--- config.mk ---
export PLATFORM = sky130hd
export DESIGN_NAME = ccc_top
export DESIGN_NICKNAME = d
export VERILOG_FILES = /design/src/ccc_pkg.sv /design/src/ccc_top.sv
export SDC_FILE = /design/constraint.sdc
export NUM_CORES = 1
export LEC_CHECK = 0
export BUFFER_PORTS_ARGS = -buffer_cell sky130_fd_sc_hd__buf_2
export CORE_ASPECT_RATIO = 0.7
export CORE_MARGIN = 2
export CORE_UTILIZATION = 31
export DETAILED_ROUTE_END_ITERATION = 7
export PLACE_DENSITY = 0.53
export SLEW_MARGIN = 20
export SYNTH_ARGS = -nofsm -noshare
export SYNTH_HDL_FRONTEND = slang
export SYNTH_SLANG_ARGS = --single-unit
--- constraint.sdc ---
create_clock -name clk_i -period 2.2 [get_ports clk_i]
set_clock_uncertainty 0.1 [all_clocks]
set_input_delay 0.33 -clock clk_i [delete_from_list [all_inputs] [get_ports clk_i]]
set_output_delay 0.33 -clock clk_i [all_outputs]
set_load 0.05 [all_outputs]
--- src/ccc_pkg.sv ---
// Constants and carrier types for the comparator control block
package ccc_pkg;
  localparam int CCC_NCH = 4;
  // Register offsets
  localparam logic [2:0] CCC_OFF_CTRL0  = 3'h0;
  localparam logic [2:0] CCC_OFF_STATUS = 3'h4;
  localparam logic [2:0] CCC_OFF_MASK   = 3'h5;
  // Control register fields
  localparam int CCC_EN     = 7;
  localparam int CCC_IE     = 6;
  localparam int CCC_ES_HI  = 5;
  localparam int CCC_ES_LO  = 4;
  localparam int CCC_BIT3   = 3;
  localparam int CCC_NEG_HI = 2;
  // Status and mask: flags sit above the output bits
  localparam int CCC_FLAG_LSB = 4;
  // Reset values
  localparam logic [7:0] CCC_CTRL_RST = 8'h00;
  localparam logic [7:0] CCC_STAT_RST = 8'h00;
  localparam logic [3:0] CCC_MASK_RST = 4'h0;
  // Write masks: bit 3 exists only on channels 0 and 1
  localparam logic [7:0] CCC_WMASK_LO = 8'hFF;
  localparam logic [7:0] CCC_WMASK_HI = 8'hF7;
  // Edge select codes
  localparam logic [1:0] CCC_ES_TOGGLE = 2'h0;
  localparam logic [1:0] CCC_ES_RSVD   = 2'h1;
  localparam logic [1:0] CCC_ES_FALL   = 2'h2;
  localparam logic [1:0] CCC_ES_RISE   = 2'h3;
  // Negative input select codes
  localparam logic [2:0] CCC_NEG_REF_6P40 = 3'h0;
  localparam logic [2:0] CCC_NEG_REF_3P20 = 3'h1;
  localparam logic [2:0] CCC_NEG_REF_2P13 = 3'h2;
  localparam logic [2:0] CCC_NEG_REF_1P60 = 3'h3;
  localparam logic [2:0] CCC_NEG_BANDGAP  = 3'h4;
  localparam logic [2:0] CCC_NEG_DAC      = 3'h5;
  localparam logic [2:0] CCC_NEG_PIN      = 3'h6;
  localparam logic [2:0] CCC_NEG_RSVD     = 3'h7;

  typedef struct packed {
    logic       wr;
    logic       rd;
    logic [2:0] addr;
    logic [7:0] wdata;
  } ccc_req_t;

  typedef struct packed {
    logic       en;
    logic [2:0] neg_sel;
    logic       pos_amp;
    logic       clk_amp2x;
  } ccc_ana_t;
endpackage

--- src/ccc_top.sv ---
// Digital control of the clocked comparator channels
`timescale 1ns/1ps
`default_nettype none
// Summary of operation
// - Four channels, output high when positive wins
// - Each channel raises its own interrupt
// - Interrupt flags exported as conversion triggers
// - Status register holds outputs and flags
// - Control bit 7 enables the comparator
// - Control bit 6 enables the channel interrupt, the mask register gates irq_o
// - Edge select: toggle, reserved, fall, rise
// - Channel 0 bit 3 picks PLL clock
// - Three-bit code picks the negative input
// - Amplifier link feeds positive, doubles clock
// - Channel 1 bit 3 routes to capture
// - Timer edge bit picks capture edge
// - Routing off isolates capture logic completely
// - Flag clears on vector or written one
module ccc_top #(
  parameter int NCH = 4
) (
  input  wire logic                     clk_i,
  input  wire logic                     rstn_i,
  input  wire ccc_pkg::ccc_req_t        req_i,
  output logic [7:0]                    rdata_o,
  input  wire logic [NCH-1:0]           cmp_raw_i,
  input  wire logic [2:0]               amp_link_i,
  input  wire logic [NCH-1:0]           irq_ack_i,
  input  wire logic                     tmr_edge_sel_i,
  output ccc_pkg::ccc_ana_t [NCH-1:0]   ana_o,
  output logic                          pll_clk_sel_o,
  output logic [NCH-1:0]                ch_irq_o,
  output logic [NCH-1:0]                trig_o,
  output logic                          irq_o,
  output logic                          cap_level_o,
  output logic                          cap_evt_o
);
  import ccc_pkg::*;

  if (NCH < 2 || NCH > CCC_NCH) begin : g_bad_nch
    $error("NCH must lie between 2 and 4");
  end

  logic [7:0]     ctrl_r [NCH];
  logic [7:0]     ctrl_nxt [NCH];
  logic [NCH-1:0] s1_r;
  logic [NCH-1:0] s2_r;
  logic [NCH-1:0] out_r;
  logic [NCH-1:0] flag_r;
  logic [3:0]     mask_r;
  logic [7:0]     rdata_r;
  logic [NCH-1:0] ch_irq_r;
  logic [NCH-1:0] trig_r;
  logic           irq_r;
  logic           pll_sel_r;
  logic           cap_lvl_r;
  logic           cap_evt_r;
  ccc_ana_t       ana_r [NCH];
  ccc_ana_t       ana_nxt [NCH];

  wire            wr_stat = req_i.wr && req_i.addr == CCC_OFF_STATUS;
  wire            wr_mask = req_i.wr && req_i.addr == CCC_OFF_MASK;
  wire [NCH-1:0]  out_nxt;
  wire [NCH-1:0]  rise_w;
  wire [NCH-1:0]  fall_w;
  wire [NCH-1:0]  evt_w;
  wire [NCH-1:0]  flag_nxt;
  wire [NCH-1:0]  ie_w;
  wire [NCH-1:0]  en_w;
  wire [NCH-1:0]  code_ok;

  for (genvar i = 0; i < NCH; i++) begin : g_ch
    localparam logic [2:0] OFF = CCC_OFF_CTRL0 + 3'(i);
    localparam logic [7:0] WM  = (i < 2) ? CCC_WMASK_LO
                                         : CCC_WMASK_HI;
    wire       wr_ctl = req_i.wr && req_i.addr == OFF;
    wire [1:0] es     = ctrl_r[i][CCC_ES_HI:CCC_ES_LO];
    wire       clr;
    wire       amp;
    assign ctrl_nxt[i] = wr_ctl ? (req_i.wdata & WM) : ctrl_r[i];
    assign en_w[i]     = ctrl_r[i][CCC_EN];
    assign ie_w[i]     = ctrl_r[i][CCC_IE];
    // Reserved code has no defined threshold, so hold low
    // negative select check
    assign code_ok[i] = ctrl_r[i][CCC_NEG_HI:0] != CCC_NEG_RSVD;
    assign out_nxt[i] = en_w[i] & code_ok[i] & s2_r[i];
    assign rise_w[i] = out_nxt[i] & ~out_r[i];
    assign fall_w[i] = ~out_nxt[i] & out_r[i];
    assign evt_w[i] = (es == CCC_ES_TOGGLE) ? (rise_w[i] | fall_w[i])
                    : (es == CCC_ES_RISE)   ? rise_w[i]
                    : (es == CCC_ES_FALL)   ? fall_w[i]
                    : 1'b0;
    assign clr = (wr_stat & req_i.wdata[CCC_FLAG_LSB + i])
               | (irq_ack_i[i] & ie_w[i]);
    // Set beats clear so no event is lost
    assign flag_nxt[i] = evt_w[i] | (flag_r[i] & ~clr);
    // amplifier link on channels 0 to 2
    if (i < 3) begin : g_amp
      assign amp = amp_link_i[i];
    end else begin : g_noamp
      assign amp = 1'b0;
    end
    // code forwarded to the analog mux
    assign ana_nxt[i] = '{en:        ctrl_nxt[i][CCC_EN],
                          neg_sel:   ctrl_nxt[i][CCC_NEG_HI:0],
                          pos_amp:   amp,
                          clk_amp2x: amp};
    assign ana_o[i] = ana_r[i];
  end

  // Register read path
  wire [3:0] out_pad  = 4'(out_r);
  wire [3:0] flag_pad = 4'(flag_r);
  wire [7:0] stat_w   = {flag_pad, out_pad};
  wire       rd_ctl   = req_i.addr < 3'(NCH);
  wire [7:0] ctl_rd   = rd_ctl ? ctrl_r[req_i.addr[1:0]] : 8'h00;
  wire [7:0] rd_mux   = (req_i.addr == CCC_OFF_STATUS) ? stat_w
                      : (req_i.addr == CCC_OFF_MASK)
                        ? {mask_r, 4'h0}
                      : ctl_rd;
  wire [3:0] mask_nxt = wr_mask ? req_i.wdata[7:4] : mask_r;
  wire [NCH-1:0] msk_w = mask_r[NCH-1:0];

  // Capture path, channel 1 only
  wire route = ctrl_r[1][CCC_BIT3];
  // timer edge bit selects the capture edge
  wire cap_edge = tmr_edge_sel_i ? rise_w[1] : fall_w[1];

  always_ff @(posedge clk_i or negedge rstn_i) begin
    if (!rstn_i) begin
      for (int k = 0; k < NCH; k++) begin
        ctrl_r[k] <= CCC_CTRL_RST;
        ana_r[k]  <= '0;
      end
      mask_r <= CCC_MASK_RST;
    end else begin
      for (int k = 0; k < NCH; k++) begin
        ctrl_r[k] <= ctrl_nxt[k];
        ana_r[k]  <= ana_nxt[k];
      end
      mask_r <= mask_nxt;
    end
  end

  always_ff @(posedge clk_i or negedge rstn_i) begin
    if (!rstn_i) begin
      s1_r  <= '0;
      s2_r  <= '0;
      out_r <= '0;
    end else begin
      s1_r  <= cmp_raw_i;
      s2_r  <= s1_r;
      out_r <= out_nxt;
    end
  end

  always_ff @(posedge clk_i or negedge rstn_i) begin
    if (!rstn_i) begin
      flag_r   <= '0;
      ch_irq_r <= '0;
      trig_r   <= '0;
      irq_r    <= 1'b0;
    end else begin
      flag_r   <= flag_nxt;
      ch_irq_r <= flag_nxt & ie_w;
      trig_r   <= flag_nxt;
      irq_r    <= |(flag_nxt & msk_w);
    end
  end

  always_ff @(posedge clk_i or negedge rstn_i) begin
    if (!rstn_i) begin
      pll_sel_r <= 1'b0;
      cap_lvl_r <= 1'b0;
      cap_evt_r <= 1'b0;
    end else begin
      pll_sel_r <= ctrl_nxt[0][CCC_BIT3];
      cap_lvl_r <= route & out_nxt[1];
      cap_evt_r <= route & cap_edge;
    end
  end

  // Read data valid only in the cycle after the strobe
  always_ff @(posedge clk_i or negedge rstn_i) begin
    if (!rstn_i) begin
      rdata_r <= CCC_STAT_RST;
    end else begin
      rdata_r <= req_i.rd ? rd_mux : 8'h00;
    end
  end

  assign rdata_o       = rdata_r;
  assign ch_irq_o      = ch_irq_r;
  assign trig_o        = trig_r;
  assign irq_o         = irq_r;
  assign pll_clk_sel_o = pll_sel_r;
  assign cap_level_o   = cap_lvl_r;
  assign cap_evt_o     = cap_evt_r;
endmodule
`default_nettype wire

======== Yosys cells after proc, flatten, opt, wreduce, memory -nomap -nowiden ========
Index checks and enable logic that the tools add are counted.
word-level totals
  register bits after elaboration ......... 85
  word-level logic and storage cells ...... 142
cells by class
  $lt $le $gt $ge ......................... 2
  eq/ne operators ......................... 17
  bitwise gates (word level) .............. 57
  mux-type cells .......................... 24
  reductions and logical operators ........ 12
operators with widths
  kind                number
  $mux 8              10
  $and 1x1->1         30
  $bmux 8 s2          1
  $eq 2x2->1 const B  8
  $mux 1              13
  $ne 3x3->1 const B  4
  $not 1->1           12
  $or 1x1->1          12
  $and 4x4->4         2
  $logic_not 2->1     4
  $eq 3x2->1 const B  2
  $eq 3x3->1 const B  2
  $logic_and 1x1->1   6
  $reduce_or 4->1     1
  $eq 3x1->1 const B  1
  $ge 3x3->1 const B  1
  $logic_not 3->1     1
  $lt 3x3->1 const B  1
  $not 2->3           1

======== Longest topological paths before layout ========
  depth in word-level cells ............... 11
  gate-level depth with buffers ........... 8
  gate-level depth less buffers ........... 8

======== Least setup slack after synthesis ========
OpenSTA, ideal clock, no wires.
  path kind ............................... reg-to-reg
  from .................................... register, netlist name ana_o[9]
  to ...................................... register irq_r (netlist: irq_o)
  clock period less this slack ............ 1.805 ns
  arrival ................................. 1.573 ns
  cell stages (with the launch flop) ...... 8
  path slack .............................. 0.395 ns
  required time ........................... 1.967 ns
  cells stage by stage .................... dfrtp_1 > a31oi_1 > inv_1 > ha_1 > mux2_2 > a32oi_1 > nand4_1 > nand4bb_1
RTL lines
  item                    RTL line        text
  end signal: assignment  ccc_top.sv:167  irq_r <= |(flag_nxt & msk_w);
  end: declaration        ccc_top.sv:54   logic irq_r;

======== Worst setup path in the final report ========
  from .................................... register ctrl_r[23] (netlist name)
  to ...................................... register irq_r (netlist: irq_o)
between the ends
  longest elaborated chain between the ends .. 10
  elaborated cells between the ends (all ways) .. 12
ends and longest elaborated chain
  item                              RTL line        text
  start: declaration                ccc_top.sv:44   logic [7:0] ctrl_r [NCH];
  start signal: indexed assignment  ccc_top.sv:138  ctrl_r[k] <= ctrl_nxt[k];
  $and 1x1->1 (*) (2 in a row)      ccc_top.sv:86   assign out_nxt[i] = en_w[i] & code_ok[i] & s2_r[i];
  net out_nxt[1]                    ccc_top.sv:63   wire [NCH-1:0] out_nxt;
  $not 1->1                         ccc_top.sv:88   assign fall_w[i] = ~out_nxt[i] & out_r[i];
  $and 1x1->1                       ccc_top.sv:88
  $mux 1                            ccc_top.sv:91   : (es == CCC_ES_FALL) ? fall_w[i]
  $mux 1                            ccc_top.sv:90   : (es == CCC_ES_RISE) ? rise_w[i]
  $mux 1 (*)                        ccc_top.sv:89   assign evt_w[i] = (es == CCC_ES_TOGGLE) ? (rise_w[i] | fall_w[i])
  $or 1x1->1 (*)                    ccc_top.sv:96   assign flag_nxt[i] = evt_w[i] | (flag_r[i] & ~clr);
  $and 4x4->4 (*)                   ccc_top.sv:167
  $reduce_or 4->1 (*)               ccc_top.sv:167
Mark *: on every way through the listed nets, which the timed path passes. The rest lies on a longest branch.
A chain may end at the register's enable or synchronous reset.

==> impl_metrics.env <==
export IMPL_yosys_area_top_type="dfrtp_1"
export IMPL_end_kind="flop"
export IMPL_firstDrtPassIters=4
export IMPL_drive_gt1_frac=0.415
export IMPL_synth_area_mux_share=0.203
export IMPL_drtIter0Drc=144
export IMPL_clock_sinks=68
export IMPL_tritoncts="yes"
export IMPL_drc=0
export IMPL_reg2reg_slack_ns=0.20
export IMPL_portBuffers=68
export IMPL_yosysWarningCount=0
export IMPL_final_setup_viol_count=0
export IMPL_synthAdderAreaFrac=0.0309
export IMPL_syn_inst=249
export IMPL_ys_seq_elements=68
export IMPL_yosysSeqAreaShare=0.525
export IMPL_synth_async_reset_ratio=1.00
export IMPL_syn_area_sq_um=3240
export IMPL_hpwl_um=5760
export IMPL_clockBufferDepth=2
export IMPL_pre_cts_ws_ns=0.183
export IMPL_numCtsBuffers=9
export IMPL_crit_start="ctrl_r[23]"
export IMPL_reg2reg_from="ctrl_r[23]"
export IMPL_place_gp_congestion=0.834
export IMPL_initial_core_util=0.315
export IMPL_synth_edf_count=0
export IMPL_status="complete, no violations"
export IMPL_routed_wl_um=7840
export IMPL_synth_common_cells="dfrtp_1, mux2_2, buf_4"
export IMPL_r2r_end="irq_o"
export IMPL_timing_hold_violations_final=0
export IMPL_worstSetupPathType="reg -> reg"
export IMPL_post_cts_buffers=0
export IMPL_critPathLaunchType="flop"
export IMPL_p_per_area_nw_per_um2=1200
export IMPL_wl_per_cell_um=17.4
export IMPL_ioPinCount=71
export IMPL_min_from="req_i[3]"
export IMPL_grt_use_total=0.150
export IMPL_synth_avg_cell_area_sq_um=13.0
export IMPL_h_tree_depth=3
export IMPL_synth_simple_area_share=0.107
export IMPL_vias=2131
export IMPL_antennaDiodeCount=0
export IMPL_clock_latency_ns=0.34
export IMPL_hp_class="in -> reg"
export IMPL_synth_compound_area_frac=0.0506
export IMPL_vias_per_cell=4.74
export IMPL_clk_pin_slew_ns=0.05
export IMPL_timing_final_ws_setup_ns=0.196
export IMPL_antenna_found_initial=0
export IMPL_fp_dieW_um=126
export IMPL_timing_fmax_mhz=499
export IMPL_area_growth_pct=23.0
export IMPL_worstPathArrival_ns=2.12
export IMPL_synth_xor_area_frac=0
export IMPL_synth_area_leaders="dfrtp_1, mux2_2, buf_4"
export IMPL_grt_pass1_vias=2149
export IMPL_die_area_sq_um=11300
export IMPL_drtAntennaViolNets=0
export IMPL_p_leak_nw=1.89
export IMPL_synth_top_family_by_area="multiplexers"
export IMPL_grt_max_degree=69
export IMPL_placed_cell_area_sq_um=3580
export IMPL_synth_top_area_share=0.525
export IMPL_peakVddDrop_uv=439
export IMPL_rsz0062_at_grt="false"
export IMPL_design_area_sq_um=3990
export IMPL_nNetsFinal=348
export IMPL_slew_violations=0
export IMPL_fp_dieH_um=89.6
export IMPL_r2r_cells=8
export IMPL_period_share=0.911
export IMPL_whs_endpoint="ctrl_r[27]"
export IMPL_overflow=0
export IMPL_critPathMaxFanout=4
export IMPL_maxCapViolations=0
export IMPL_required_ns=2.31
export IMPL_rows=31
export IMPL_ys_types=38
export IMPL_yosysMostFrequentCell="dfrtp_1"
export IMPL_grt_pass1_wl_um=12400
export IMPL_fp_coreArea_sq_um=10300
export IMPL_cts_root_buf="clkbuf_16"
export IMPL_worstHoldPathCells=2
export IMPL_fin_crit_ns=2.00
export IMPL_synth_flop_cell="dfrtp_1"
export IMPL_tns_ns=0
==> metal layers <==
metal | part of all wire | GRT usage | vias up
li1 | - | - | 1000
met1 | 0.51 | 0.219 | 1056
met2 | 0.42 | 0.207 | 66
met3 | 0.063 | 0.0539 | 9
met4 | 0.012 | 0.0480 | 0
met5 | 0 | 0 | -
==> layout make-up <==
class,count,area [sq um]
fill,995,6290
sequential,68,1700
multi-input combinational,140,1270
timing repair buffer,80,463
clock buffer,13,260
tap,132,165
clock inverter,3,68.8
inverter,14,52.6
==> sequential cells by signal (all words and copies together) (netlist names) <==
name / count
s1_r: 4
rdata_o: 8
out_pad: 4
flag_pad: 4
ch_irq_o: 4
ana_o: 11
irq_o: 1
s2_r: 4
mask_r: 4
ctrl_r: 22
cap_level_o: 1
cap_evt_o: 1
==> cell families (layout without fill, tap and decap cells) <==
group | count (synthesis) | count (layout)
other | 1 | 2
DFF | 68 | 68
and+or+nand+nor | 58 | 58
adders and majority gates | 8 | 8
muxes | 51 | 51
buffers and inverters | 42 | 110
AOI/OAI and AO/OA | 21 | 21
==> worst max-delay path by stage <==
stage	endpoint	depth (start not counted)
3_5_place_dp	irq_o	8
6_report	irq_o	8
2_1_floorplan	irq_o	7
3_3_place_gp	irq_o	8
5_1_grt	irq_o	8
4_1_cts	irq_o	8
==> cells in the final DEF (no fill, tap or decap), types with 5 or more instances in the layout <==
cell	netlist	final
and2_1	8	8
buf_2	2	68
clkbuf_16	0	9
dfrtp_1	68	68
dlygate4sd3_1	0	8
ha_1	8	8
inv_1	14	14
mux2_2	38	38
mux2i_1	6	6
nand2_1	12	12
nand3_1	13	13
o22ai_1	5	5
==> critical path, cell delays in order (launching register included) <==
cell,delay (ns)
dfrtp_1,0.41
nand2_1,0.07
a31oi_1,0.23
inv_1,0.08
ha_1,0.22
mux2_2,0.30
a32oi_1,0.16
nand4_1,0.12
nand4bb_1,0.19
==> metrics by stage <==
stage / hold WS (ns) / power (mW) / cells / utilization
2_1_floorplan: -0.0656 / 2.87 / 250 / -
3_3_place_gp: 0.234 / 3.19 / 426 / 0.348
3_5_place_dp: 0.235 / 3.20 / 426 / 0.348
4_1_cts: 0.138 / 4.82 / 450 / 0.388
5_1_grt: 0.150 / 5.01 / 450 / 0.388
6_report: 0.149 / 4.76 / 450 / 0.388
==> power by group <==
| group | switching (mW) | internal, mW | total [mW] |
|---|---|---|---|
| registers | 0.247 | 1.50 | 1.75 |
| logic | 0.954 | 0.483 | 1.44 |
| clock network | 0.523 | 1.06 | 1.58 |
==> repair_timing <==
action	4_1_cts	5_1_grt
resized for setup	0	0
endpoints found under the hold margin	75	0
hold buffers	8	0
setup endpoints to repair	0	0
Note: power is estimated with default switching activity, not from simulation.
